$ cat config.mk
export PLATFORM = sky130hd
export DESIGN_NAME = iesr_top
export DESIGN_NICKNAME = d
export VERILOG_FILES = /design/src/rtl/iesr_pkg.sv /design/src/rtl/iesr_sync.sv /design/src/rtl/iesr_top.sv
export SDC_FILE = /design/constraint.sdc
export NUM_CORES = 1
export LEC_CHECK = 0
export BUFFER_PORTS_ARGS = -buffer_cell sky130_fd_sc_hd__buf_2
export CORE_MARGIN = 4
export CORE_UTILIZATION = 45
export CTS_BUF_LIST = sky130_fd_sc_hd__clkbuf_8
export DETAILED_ROUTE_END_ITERATION = 7
export GPL_ROUTABILITY_DRIVEN = 0
export GPL_TIMING_DRIVEN = 0
export PLACE_DENSITY = 0.85
export SYNTH_ARGS = -nofsm -noshare
export SYNTH_HDL_FRONTEND = slang
export SYNTH_HIERARCHICAL = 1
export SYNTH_SLANG_ARGS = --single-unit
$ cat constraint.sdc
create_clock -name core_clk -period 2.1 [get_ports core_clk]
set_input_delay 0.63 -clock core_clk [delete_from_list [all_inputs] [get_ports core_clk]]
set_output_delay 0.63 -clock core_clk [all_outputs]
set_load 0.05 [all_outputs]
$ cat src/rtl/iesr_pkg.sv
// Package for the interrupt enable/status register block.
// Assumes a single core clock domain; register offsets are byte addresses.
package iesr_pkg;
  // ==========================================================================
  // Register offsets
  localparam logic [9:0] OFS_IDENT = 10'h0C0;
  localparam logic [9:0] OFS_INT_EN = 10'h0C4;
  localparam logic [9:0] OFS_INT_ST = 10'h0C8;
  // ==========================================================================
  // Field positions
  localparam int BIT_SOFT = 15;
  localparam int BIT_MFLT = 13;
  localparam int BIT_TFLT = 12;
  localparam int BIT_PIN_HI = 6;
  localparam int BIT_PIN_LO = 4;
  localparam int BIT_TMR = 3;
  localparam int BIT_XCVR = 2;
  localparam int BIT_WAKE = 1;
  localparam int BIT_DMA = 0;
  localparam int NUM_PINS = 3;
  // ==========================================================================
  // Reset values and writable masks
  localparam logic [31:0] RST_ENABLE = 32'h0000_0000;
  localparam logic [31:0] RST_STATUS = 32'h0000_0000;
  localparam logic [31:0] RST_RDATA = 32'h0000_0000;
  localparam logic        RST_REQUEST = 1'b0;
  localparam logic [31:0] MASK_ENABLE = 32'h0000_B07E;
  localparam logic [31:0] MASK_W1C = 32'h0000_B078;
  // Identification values, arbitrary
  localparam logic [15:0] MODEL_ID = 16'h5A5A;
  localparam logic [15:0] BLOCK_REV = 16'h0001;
endpackage : iesr_pkg

$ cat src/rtl/iesr_sync.sv
// Two-flop synchroniser for one level input.
// Assumes the input is asynchronous to clk.
`timescale 1ns/1ps
module iesr_sync
(
  input  wire logic clk,     // Core clock
  input  wire logic rst,     // Async reset, active high
  input  wire logic d,       // Asynchronous level
  output logic      q        // Synchronised level
);
  logic meta_reg;
  logic meta_next;
  logic q_next;

  always_comb
  begin
    meta_next = d;
    q_next    = meta_reg;
  end

  always_ff @(posedge clk or posedge rst)
  begin
    if (rst)
    begin
      meta_reg <= 1'b0;
      q        <= 1'b0;
    end
    else
    begin
      meta_reg <= meta_next;
      q        <= q_next;
    end
  end
endmodule : iesr_sync

$ cat src/rtl/iesr_top.sv
// Interrupt enable, interrupt status and identification registers.
// Assumes a same-clock register port from the target interface and
// same-clock single-cycle event pulses; level sources from other blocks
// arrive asynchronously and are synchronised here.
// Function
// A rising edge of the software trigger enable sets the software flag.
// Writing one to the software flag clears it; zero leaves it.
// A DMA read fault sets the master fault flag, cleared by writing one.
// Software recovers from a bus fault with a soft or hardware reset.
// A target access fault sets the target fault flag, cleared by writing one.
// Three pin event flags, each cleared by writing one to itself.
// A timer wrap sets the timer flag, cleared by writing one.
// The transceiver flag mirrors the transceiver line and ignores writes.
// The fault flags reach the request only while their enables are set.
// Pin, timer, transceiver and wake enables gate their sources.
// The DMA source is gated by the DMA enable from the DMA block.
// The identification register holds model id and block revision.
// Registers sit at byte offsets C0h, C4h and C8h.
// The wake flag mirrors the wake sources and ignores writes.
// The DMA flag mirrors the DMA source and ignores writes.
// Request is the OR of enabled flags and the software flag; all reset to zero.
`timescale 1ns/1ps
module iesr_top
(
  input  wire logic        core_clk,           // 10 MHz core clock
  input  wire logic        rst,                // Async reset, active high
  input  wire logic        reg_wr,             // Register write strobe
  input  wire logic        reg_rd,             // Register read strobe
  input  wire logic [9:0]  reg_addr,           // Register byte address
  input  wire logic [31:0] reg_wdata,          // Write data
  output logic      [31:0] reg_rdata,          // Read data, valid cycle after reg_rd
  input  wire logic        master_fault_evt,   // DMA read fault pulse
  input  wire logic        target_fault_evt,   // Target access fault pulse
  input  wire logic [2:0]  pin_event_evt,      // Pin event pulses
  input  wire logic        timer_wrap_evt,     // Timer wrap pulse
  input  wire logic        transceiver_irq,    // Transceiver line, async
  input  wire logic        wake_src,           // Any wake source set, async
  input  wire logic        dma_irq,            // DMA source flag, async
  input  wire logic        dma_irq_enable,     // DMA enable from DMA registers
  output logic [31:0]      interrupt_enable,   // Enable register image
  output logic             irq_request         // Combined request
);
  // ==========================================================================
  // Synchronisers
  // Only the second flop of each pair is read by logic
  logic transceiver_s;
  logic wake_s;
  logic dma_s;

  iesr_sync u_sync_xcvr
  (
    .clk (core_clk),
    .rst (rst),
    .d   (transceiver_irq),
    .q   (transceiver_s)
  );

  iesr_sync u_sync_wake
  (
    .clk (core_clk),
    .rst (rst),
    .d   (wake_src),
    .q   (wake_s)
  );

  iesr_sync u_sync_dma
  (
    .clk (core_clk),
    .rst (rst),
    .d   (dma_irq),
    .q   (dma_s)
  );

  // ==========================================================================
  // Address decode
  logic hit_ident;
  logic hit_enable;
  logic hit_status;
  logic wr_enable;
  logic wr_status;

  always_comb
  begin
    hit_ident  = (reg_addr == iesr_pkg::OFS_IDENT);
    hit_enable = (reg_addr == iesr_pkg::OFS_INT_EN);
    hit_status = (reg_addr == iesr_pkg::OFS_INT_ST);
    wr_enable  = reg_wr && hit_enable;
    wr_status  = reg_wr && hit_status;
  end

  // ==========================================================================
  // Enable register
  logic [31:0] enable_reg;
  logic [31:0] enable_next;

  always_comb
  begin
    enable_next = enable_reg;
    if (wr_enable)
    begin
      enable_next = reg_wdata & iesr_pkg::MASK_ENABLE;
    end
  end

  always_ff @(posedge core_clk or posedge rst)
  begin
    if (rst)
    begin
      enable_reg <= iesr_pkg::RST_ENABLE;
    end
    else
    begin
      enable_reg <= enable_next;
    end
  end

  // Image leaves straight from the register
  assign interrupt_enable = enable_reg;

  // ==========================================================================
  // Event sources
  logic        soft_rise;
  logic [31:0] set_bits;
  logic [31:0] clr_bits;

  always_comb
  begin
    // Edge of the register itself, so a held one cannot re-trigger
    soft_rise = enable_next[iesr_pkg::BIT_SOFT] && !enable_reg[iesr_pkg::BIT_SOFT];
    set_bits = 32'h0000_0000;
    set_bits[iesr_pkg::BIT_SOFT] = soft_rise;
    set_bits[iesr_pkg::BIT_MFLT] = master_fault_evt;
    set_bits[iesr_pkg::BIT_TFLT] = target_fault_evt;
    set_bits[iesr_pkg::BIT_PIN_HI:iesr_pkg::BIT_PIN_LO] = pin_event_evt;
    set_bits[iesr_pkg::BIT_TMR] = timer_wrap_evt;
    clr_bits = 32'h0000_0000;
    if (wr_status)
    begin
      clr_bits = reg_wdata & iesr_pkg::MASK_W1C;
    end
  end

  // ==========================================================================
  // Latched status
  logic [31:0] latched_reg;
  logic [31:0] latched_next;

  always_comb
  begin
    // Same-cycle event beats a clear, so no event is lost
    latched_next = ((latched_reg & ~clr_bits) | set_bits) & iesr_pkg::MASK_W1C;
  end

  always_ff @(posedge core_clk or posedge rst)
  begin
    if (rst)
    begin
      latched_reg <= iesr_pkg::RST_STATUS;
    end
    else
    begin
      latched_reg <= latched_next;
    end
  end

  // ==========================================================================
  // Status image
  // Mirrored bits follow their sources and ignore writes
  logic [31:0] status_view;

  always_comb
  begin
    status_view = latched_reg;
    status_view[iesr_pkg::BIT_XCVR] = transceiver_s;
    status_view[iesr_pkg::BIT_WAKE] = wake_s;
    status_view[iesr_pkg::BIT_DMA] = dma_s;
  end

  // ==========================================================================
  // Read-back
  // Read data holds until the next read
  logic [31:0] rdata_next;

  always_comb
  begin
    rdata_next = reg_rdata;
    if (reg_rd)
    begin
      unique case (reg_addr)
        iesr_pkg::OFS_IDENT:  rdata_next = {iesr_pkg::MODEL_ID, iesr_pkg::BLOCK_REV};
        iesr_pkg::OFS_INT_EN: rdata_next = enable_reg;
        iesr_pkg::OFS_INT_ST: rdata_next = status_view;
        default:              rdata_next = 32'h0000_0000;
      endcase
    end
  end

  always_ff @(posedge core_clk or posedge rst)
  begin
    if (rst)
    begin
      reg_rdata <= iesr_pkg::RST_RDATA;
    end
    else
    begin
      reg_rdata <= rdata_next;
    end
  end

  // ==========================================================================
  // Request
  logic [31:0] gated_bits;
  logic        irq_next;

  always_comb
  begin
    gated_bits = status_view & enable_reg & iesr_pkg::MASK_ENABLE;
    // Enable bit 15 is a trigger, not a gate; the flag always requests
    gated_bits[iesr_pkg::BIT_SOFT] = status_view[iesr_pkg::BIT_SOFT];
    // No DMA bit in the enable register; the DMA block gates it
    gated_bits[iesr_pkg::BIT_DMA] = status_view[iesr_pkg::BIT_DMA] && dma_irq_enable;
    irq_next = |gated_bits;
  end

  always_ff @(posedge core_clk or posedge rst)
  begin
    if (rst)
    begin
      irq_request <= iesr_pkg::RST_REQUEST;
    end
    else
    begin
      irq_request <= irq_next;
    end
  end
endmodule : iesr_top

### Word level (Yosys, flattened, before mapping)

Index checks and enable logic that the tools add are counted.

| operators by class | value |
|---|---|
| eq/ne operators | 3 |
| divide/modulo/power cells | 0 |
| reduce and logical (&&, ||, !) cells | 6 |
| add/subtract/negate cells | 0 |
| shift-type cells | 0 |
| $mul | 0 |
| bitwise operators | 4 |
| $lt $le $gt $ge | 0 |
| multiplexer cells | 3 |

Operator list:

| operator | number |
|---|---|
| $pmux W31 S3 | 1 |
| $mux W16 | 2 |
| $eq A10 B8 Y1 const B | 3 |
| $and A16 B16 Y16 | 1 |
| $not A16 Y16 | 1 |
| $or A16 B16 Y16 | 1 |
| $and A14 B14 Y14 | 1 |
| $reduce_or A10 Y1 | 1 |
| $logic_and A1 B1 Y1 | 4 |
| $logic_not A1 Y1 | 1 |

| storage, ports and cells | value |
|---|---|
| bits of input ports | 56 |
| ROM bits | 0 |
| bits in latches | 0 |
| output and inout bits | 65 |
| memory bits (writable) | 0 |
| word-level logic and storage cells | 27 |
| memories kept | 0 |
| bits in registers | 55 |

### Longest topological paths before layout

Gate-level depths: netlist of the first run.

| depth | value |
|---|---|
| word-level depth | 6 |
| depth in mapped cells | 5 |
| depth with buffers taken out | 3 |

### By module

Netlist of the first run, hierarchy kept.

By module, submodules not included:

| module | area an instance (µm²) | times used | cells an instance | seq. area each (µm²) |
|---|---|---|---|---|
| iesr_top | 1661.6 | 1 | 159 | 700.7 |
| iesr_sync | 53.8 | 3 | 3 | 50.0 |

### Least setup slack after synthesis of the first run

Ideal clock, no wire load.

| path | value |
|---|---|
| path type | input -> register |
| start point | in reg_addr[9] |
| end point | reg enable_reg[12] (netlist: interrupt_enable[12]) |
| library setup time | 0.125 ns |
| cell stages on the path | 3 |
| required time | 1.975 ns |
| data arrival time | 1.617 ns |
| buffers on the path | 0 |
| setup slack | 0.358 ns |
| cell sequence | nor4_4 -> nand4_4 -> mux2_2 |

| between the ends | value |
|---|---|
| longest elaborated chain between the ends | 2 |

Ends and longest elaborated chain:

| item | RTL line | RTL |
|---|---|---|
| from (decl) | iesr_top.sv:29 | `input wire logic [9:0] reg_addr,` |
| $eq A10 B8 Y1 | iesr_top.sv:85 | `hit_enable = (reg_addr == iesr_pkg::OFS_INT_EN);` |
| $logic_and A1 B1 Y1 | iesr_top.sv:87 | `wr_enable = reg_wr && hit_enable;` |
| to (signal assigned) | iesr_top.sv:109 | `enable_reg <= iesr_pkg::RST_ENABLE;` |
| to (signal assigned) | iesr_top.sv:113 | `enable_reg <= enable_next;` |
| to (decl) | iesr_top.sv:93 | `logic [31:0] enable_reg;` |

No other way between the ends.
A chain may end at the register's enable or synchronous reset.

### Worst setup path after layout of the first run

| path | value |
|---|---|
| start point | in reg_addr[9] |
| end point | reg enable_reg[2] (netlist: interrupt_enable[2]) |

Same word-level chain as after synthesis.

==> run metrics, run 1 <==
slew at the pin with the worst max-slew slack between 1000 and 1500 ps; die width 71.65 µm; global route total overflow 0; post-cts resize count 0; Post CTS Setup Buffer Count 0; Largest register FFs 11; post-synth cell types 27; WP data required between 2000 and 2500 ps; syn_area_per_cell between 10 and 15 µm²; vias 1,449; Layout area overhead 31.37%; TritonRoute pass-1 iters 5; worst vdd ir 0.5595 mV; Max-Slew Margin vs Limit 0.2924; Overall Power between 1 and 1.5 mW; area of the multi-input gates slightly above 700 µm²; filler cell count 338; setup TNS 0 ps; overall routing resource usage 0.1658; antenna violations before repair 0; Residual DRC 0; # Max-Cap Violations 0; synth warn 6; status complete, no violations; Startpoint Class input port; Lkg Pwr around 1.3 nW; drt total wl 4.056 mm; fin crit period ~1900 ps; hpwl dp around 3.2 mm; post-route ant nets 0; antenna fix cells 0; Power Density 593.5 nW/µm²; skew final 5.570 ps; max frequency 539.7 MHz; Final #Nets 327; Core Region about 3800 µm²; crit path kind in2reg; Final period util 0.8823; layout cells sized above 1 0.4649; Starting Density 0.4799; number of vias per cell around 4.5; clk buf depth 2; CTS Buf Count 5; Sequential Area between 800 and 900 µm²; Clock Sinks 34; drt wl/cell 12.71 µm; vias in the first global route 1,361; sw power around 0.45 mW; hold buffer count at CTS 0; Post-Syn Instances 168; CTS tree yes; final setup vio count 0; Core Rows 22; Crit. End Element flip-flop; RSZ-0062 raised after global routing false; Sw Share 0.3136; Yosys reg bits 34; first-pass GRT wire length between 6 and 7 mm; largest net degree at the start of global routing 29; Clock transition at path regs around 60 ps; insertion delay to the later sink of the worst-skew pair between 200 and 300 ps; post-synth design cell area around 1800 µm²; Max Slew Vio Count 0; die height around 72 µm; Clk network pwr share 0.298; P_int 0.9755 mW; R2R Path Start latched_reg[12]; worst-path maximum fanout 10; Final Hold Vio Count 0; initial drt markers 33; FF-to-FF path depth 3; worst path arrival time approximately 2000 ps; Gate power share 0.228; sequential share of power 0.473; Seq/Total Area, Yosys 0.4667; DIE AREA roughly 5100 µm²; Ports roughly 120; reg-to-reg critical path endpoint irq_request; CTS Root Cell clkbuf_8; CTS HTree Levels 2; IO buf count 60; R2R setup slack between 900 and 1000 ps; Hold/Removal Path Class in2async
-- per-layer routing --
| layer | part of all wire | global-route usage | up-vias |
|---|---|---|---|
| met3 | 0.095 | 0.05330 | 6 |
| met5 | 0 | 0 | - |
| met4 | 0.013 | 0.05637 | 0 |
| met2 | 0.49 | 0.2796 | 74 |
| met1 | 0.40 | 0.1989 | 656 |
| li1 | - | - | 713 |
-- logic make-up (layout without fill, tap and decap cells) --
family | Yosys count | in the layout | share of synthesized area
simple gates | 33 | 33 | 0.1222
buf+inv | 57 | 124 | 0.2107
flops | 34 | 34 | 0.4667
compound gates | 34 | 34 | 0.1428
mux | 9 | 9 | 0.05560
other cells | 1 | 37 | 0.002057
-- placed cells by master, fill, tap and decap left out --
cell type | netlist | layout
conb_1 | 1 | 37
nor2b_1 | 2 | 2
a22o_1 | 1 | 1
a22oi_1 | 11 | 11
nor4_4 | 1 | 1
nand4_1 | 7 | 7
a21o_1 | 6 | 6
nand4_4 | 1 | 1
o41ai_2 | 1 | 1
buf_4 | 44 | 44
nand2b_1 | 1 | 1
o21ai_0 | 2 | 2
a21oi_1 | 1 | 1
dfrtp_1 | 34 | 34
clkbuf_1 | 2 | 2
buf_2 | 4 | 64
nor4bb_1 | 1 | 1
or4_2 | 1 | 1
o32ai_1 | 1 | 1
mux2_2 | 9 | 9
a221oi_1 | 1 | 1
clkbuf_8 | 0 | 5
o31ai_1 | 10 | 10
nand4b_1 | 1 | 1
nand2_1 | 11 | 11
or4bb_1 | 1 | 1
inv_1 | 7 | 9
and2_1 | 6 | 6
-- power by group through the flow --
stage	sequential [mW]	clock, mW	combinational (mW)
finish	0.673	0.424	0.324
global route	0.674	0.471	0.346
CTS	0.673	0.435	0.322
detailed placement	0.685	0	0.321
global placement	0.684	0	0.318
floorplan	0.701	0	0.244
-- through the flow --
| stage | utilization | cells | setup WS (ps) | hold WS [ps] | instance area [µm²] |
|---|---|---|---|---|---|
| floorplan | - | 204 | 358.2 | 331.2 | 1958 |
| global placement | 0.6103 | 312 | -12.19 | 332.3 | 2318 |
| detailed placement | 0.6103 | 312 | -42.99 | 337.3 | 2318 |
| CTS | 0.6304 | 319 | 256.1 | 217.2 | 2395 |
| global route | 0.6304 | 319 | 201.2 | 203.1 | 2395 |
| finish | 0.6304 | 319 | 247.2 | 220.3 | 2395 |
-- final cells by class --
type	count	area share
Multi-Input combinational cell	113	0.3020
Tap cell	48	0.02508
Buffer	50	0.1494
Sequential cell	34	0.3553
Timing Repair Buffer	60	0.1254
Clock buffer	5	0.02874
Clock inverter	2	0.003135
Inverter	7	0.01097
-- worst max-delay path: stages --
cell and delay, ps:
buf_2 120, nor4_4 580, nand4_4 330, mux2_2 350
-- cell usage after synthesis (all sizes together) --
master	count	share of area
a21o	6	0.025
a21oi	1	0.0027
a221oi	1	0.0048
a22o	1	0.0048
a22oi	11	0.045
and2	6	0.021
buf	48	0.19
clkbuf	2	0.0041
conb	1	0.0021
dfrtp	34	0.47
inv	7	0.014
mux2	9	0.056
nand2	11	0.023
nand2b	1	0.0034
nand4	8	0.036
nand4b	1	0.0048
nor2b	2	0.0069
nor4	1	0.012
nor4bb	1	0.0055
o21ai	2	0.0055
o31ai	10	0.041
o32ai	1	0.0048
o41ai	1	0.0089
or4	1	0.0048
or4bb	1	0.0062
-- how the worst max path moves through the flow --
stage	slack [ps]	startpoint	cells past startpoint	to
final	250	reg_addr[9]	4	interrupt_enable[2]
after global routing	200	reg_addr[9]	4	interrupt_enable[6]
after floorplan	360	reg_addr[9]	3	interrupt_enable[12]
after global placement	-10	reg_addr[9]	4	interrupt_enable[1]
after detailed placement	-40	reg_addr[9]	4	interrupt_enable[12]
after CTS	260	reg_addr[9]	4	interrupt_enable[12]
(Power assumes the default switching activity.)
==> inputs of run 2 (changes only) <==
- CORE_UTILIZATION: 45 -> 36
- PLACE_DENSITY: 0.85 -> 0.7
- SYNTH_HIERARCHICAL: 1 -> not set
==> run 2 against run 1 <==
  * Clock skew rose by 5.4 ps
  * Area after synthesis rose by 1.2%
  * Highest routed layer unchanged
  * Register-to-register slack improved by 50 ps
  * First-iteration DRC count rose by 150%
  * Largest power group unchanged
  * Sequential share of layout area fell by 0.94 points
  * Count of clock-buffer cells in the layout rose by 1
  * Sequential cell count did not move
  * Via count rose by 0.76%
  * Sequential power fell by 0.6%
  * Design area rose by 2.7%
==> run metrics, run 2 <==
Placed Cells incl. Taps 334 (+7.1%); Gate power share 0.203 (-0.025); largest net degree at the start of global routing 35 (+21%); hold buffer count at CTS 0 (unchanged); Hold Startpoint u_sync_dma.meta_reg; post-route ant nets 0 (unchanged); reg-to-reg critical path endpoint irq_request; asr flop ratio synth 1.000 (unchanged); worst-path maximum fanout 9 (-1); Hold/Removal Path Class reg2reg; most frequent cells in the layout 62 x buf_2, 44 x buf_4, 37 x conb_1; antenna fix cells 0 (unchanged); Core Region 4848 µm² (+28%); IO buf count 60 (unchanged); Max-Slew Margin vs Limit 0.5227 (+0.2304); Yosys top cell area share 0.4610 (-0.005695); # Max-Cap Violations 0 (unchanged); sw power 0.4629 mW (+3.9%); Lkg Pwr 1.354 nW (+1.1%); post-synth design cell area 1846 µm² (+1.2%); Post-Place Setup Slack 116.0 ps (+159.0 ps); TritonRoute pass-1 iters 4 (-1); antenna violations before repair 0 (unchanged); Crit. End Element output pin; Final period util 0.8591 (-0.02316); Clock transition at path regs 80 ps (+20 ps); CTS tree yes; insertion delay to the later sink of the worst-skew pair 290 ps (about the same); WP data required 1470 ps (-790 ps); die height 79.60 µm (+11%); Core Rows 25 (+14%); commonest non-fill, non-tap cell in the layout buf_2; status complete, no violations; worst path arrival time 1170 ps (-850 ps); Largest register FFs 11 (unchanged); vias 1,460 (+0.76%); Post-Syn Instances 171 (+1.8%); Non-Filler Instances 342 (+7.2%); R2R setup slack 960 ps (+50 ps); top cells by count, synth 44 x buf_4, 34 x dfrtp_1, 14 x inv_1; syn_area_per_cell 10.79 µm² (-0.54%); Power Density 599.3 nW/µm² (+0.98%); Final #Nets 330 (+0.92%); WHS Endpoint u_sync_dma.q; crit path kind reg2out; Ports 121 (unchanged); Starting Density 0.3806 (-0.09926); fin crit period 1804 ps (-48.63 ps); post-synthesis compound-gate area fraction 0.1200 (-0.02276); post-cts resize count 0 (unchanged); Area contributors post-synth dfrtp_1 46%, buf_4 18%, mux2_2 6.1%, nor2b_1 3.4%, inv_1 2.8%; hpwl dp 3.356 mm (+3.8%); global route total overflow 0 (unchanged); initial drt markers 82 (+150%); CTS HTree Levels 2 (unchanged); Clk network pwr share 0.344 (+0.046); Yosys reg bits 34 (unchanged); P_int 1.011 mW (+3.7%); FF-to-FF path depth 3 (unchanged); dominant cell by count in the synthesized netlist buf_4; max frequency 554.3 MHz (+2.7%); DIE AREA 6336 µm² (+23%); final setup vio count 0 (unchanged); Post-Synth Simple-Gate Area 0.1329 (+0.01071); Residual DRC 0 (unchanged); number of vias per cell 4.269 (-6.0%); overall routing resource usage 0.1382 (-0.02761); EDFF count, synth 0 (unchanged); Startpoint Class flip-flop; largest family of logic cells by synthesized area buffers and inverters; mux share of post-synthesis cell area 0.06102 (+0.005423); Max Slew Vio Count 0 (unchanged); Sw Share 0.3140 (+0.0003937); Layout area overhead 33.29%; slew at the pin with the worst max-slew slack 714.9 ps (-345.4 ps); skew final 10.96 ps (+5.387 ps); worst setup margin 295.8 ps (+48.63 ps); Yosys top cell by area dfrtp_1; Top FF cell, synth dfrtp_1; drt total wl 4.305 mm (+6.1%); post-synth cell types 33 (+22%); hold depth 0; CTS Buf Count 5 (unchanged); sequential share of power 0.454 (-0.019); CTS Root Cell clkbuf_8; clk buf depth 2 (unchanged); R2R Path Start interrupt_enable[2]; first-pass GRT wire length 6.665 mm (+1.6%); Clock Sinks 34 (unchanged); Seq/Total Area, Yosys 0.4610 (-0.005695); adder-cell share of the synthesized area 0 (unchanged); drt wl/cell 12.59 µm (-1.0%); RSZ-0062 raised after global routing false; synth warn 0 (-6); worst vdd ir 0.3843 mV (-31%); Post CTS Setup Buffer Count 0 (unchanged); Final Hold Vio Count 0 (unchanged); setup TNS 0 ps (unchanged); die width 79.60 µm (+11%); layout cells sized above 1 0.4836 (+0.01869); xor and xnor area share after synthesis 0 (unchanged); vias in the first global route 1,370 (+0.66%)
[run 2: cell count changes after synthesis, moves of 5 or more]
cell | previous run | this run
and2_1 | 6 | 0
o31ai_1 | 10 | 0
inv_1 | 7 | 14
nand2_1 | 11 | 1
a31oi_1 | 0 | 7
o21ai_0 | 2 | 7
a22oi_1 | 11 | 2
a41oi_1 | 0 | 6
a21o_1 | 6 | 0
nor2_1 | 0 | 6
nor2b_1 | 2 | 10
nand4_1 | 7 | 2
[run 2: layer usage]
metal | global-route usage | wire length [µm] | vias to the layer above
met2 | 0.2245 | 2166 | 55
met4 | 0.05670 | 64 | 0
met1 | 0.1729 | 1746 | 670
met3 | 0.03725 | 327 | 7
met5 | 0 | 0 | -
li1 | - | - | 728
[run 2: cell type report]
cell class / count / area [µm²]
Buffer: 49 / 359.1
Clock buffer: 6 / 82.58
Clock inverter: 2 / 12.51
Fill cell: 443 / 2389
Inverter: 14 / 52.55
Multi-Input combinational cell: 110 / 718.2
Sequential cell: 34 / 850.8
Tap cell: 67 / 83.83
Timing Repair Buffer: 60 / 300.3
[run 2: worst max-delay path by stage]
| stage | startpoint | slack, ps | end |
|---|---|---|---|
| floorplan | reg_addr[5] | 400 | latched_reg[15] |
| global placement | reg_addr[9] | 150 | interrupt_enable[15] |
| detailed placement | reg_addr[4] | 120 | latched_reg[4] |
| CTS | reg_rdata[28] | 270 | reg_rdata[20] |
| global route | reg_rdata[28] | 220 | reg_rdata[20] |
| finish | reg_rdata[28] | 300 | reg_rdata[20] |
[run 2: cell families after synthesis]
group / count (synthesis)
other: 1
and+or+nand+nor: 32
buffers and inverters: 63
muxes: 10
AOI/OAI and AO/OA: 31
DFF: 34
[run 2: worst max-delay path, stage by stage, from the launching register on]
cell	delay, ps
dfrtp_1	480
buf_4	150
buf_2	250
[run 2: power groups by stage]
stage / Combinational (mW) / Sequential, mW / Clock (mW)
3_3_place_gp: 0.294 / 0.681 / 0
6_report: 0.299 / 0.669 / 0.507
5_1_grt: 0.319 / 0.669 / 0.554
2_1_floorplan: 0.233 / 0.690 / 0
3_5_place_dp: 0.296 / 0.681 / 0
4_1_cts: 0.296 / 0.669 / 0.522
[run 2: metrics by stage]
step	hold WS (ps)	power [mW]	cell area (µm²)	utilization
after floorplan	331.2	0.9226	1981	-
after global placement	334.1	0.9753	2365	0.4877
after detailed placement	334.7	0.9777	2365	0.4877
after CTS	351.5	1.487	2460	0.5074
after global routing	361.1	1.542	2460	0.5074
final	348.7	1.474	2460	0.5074
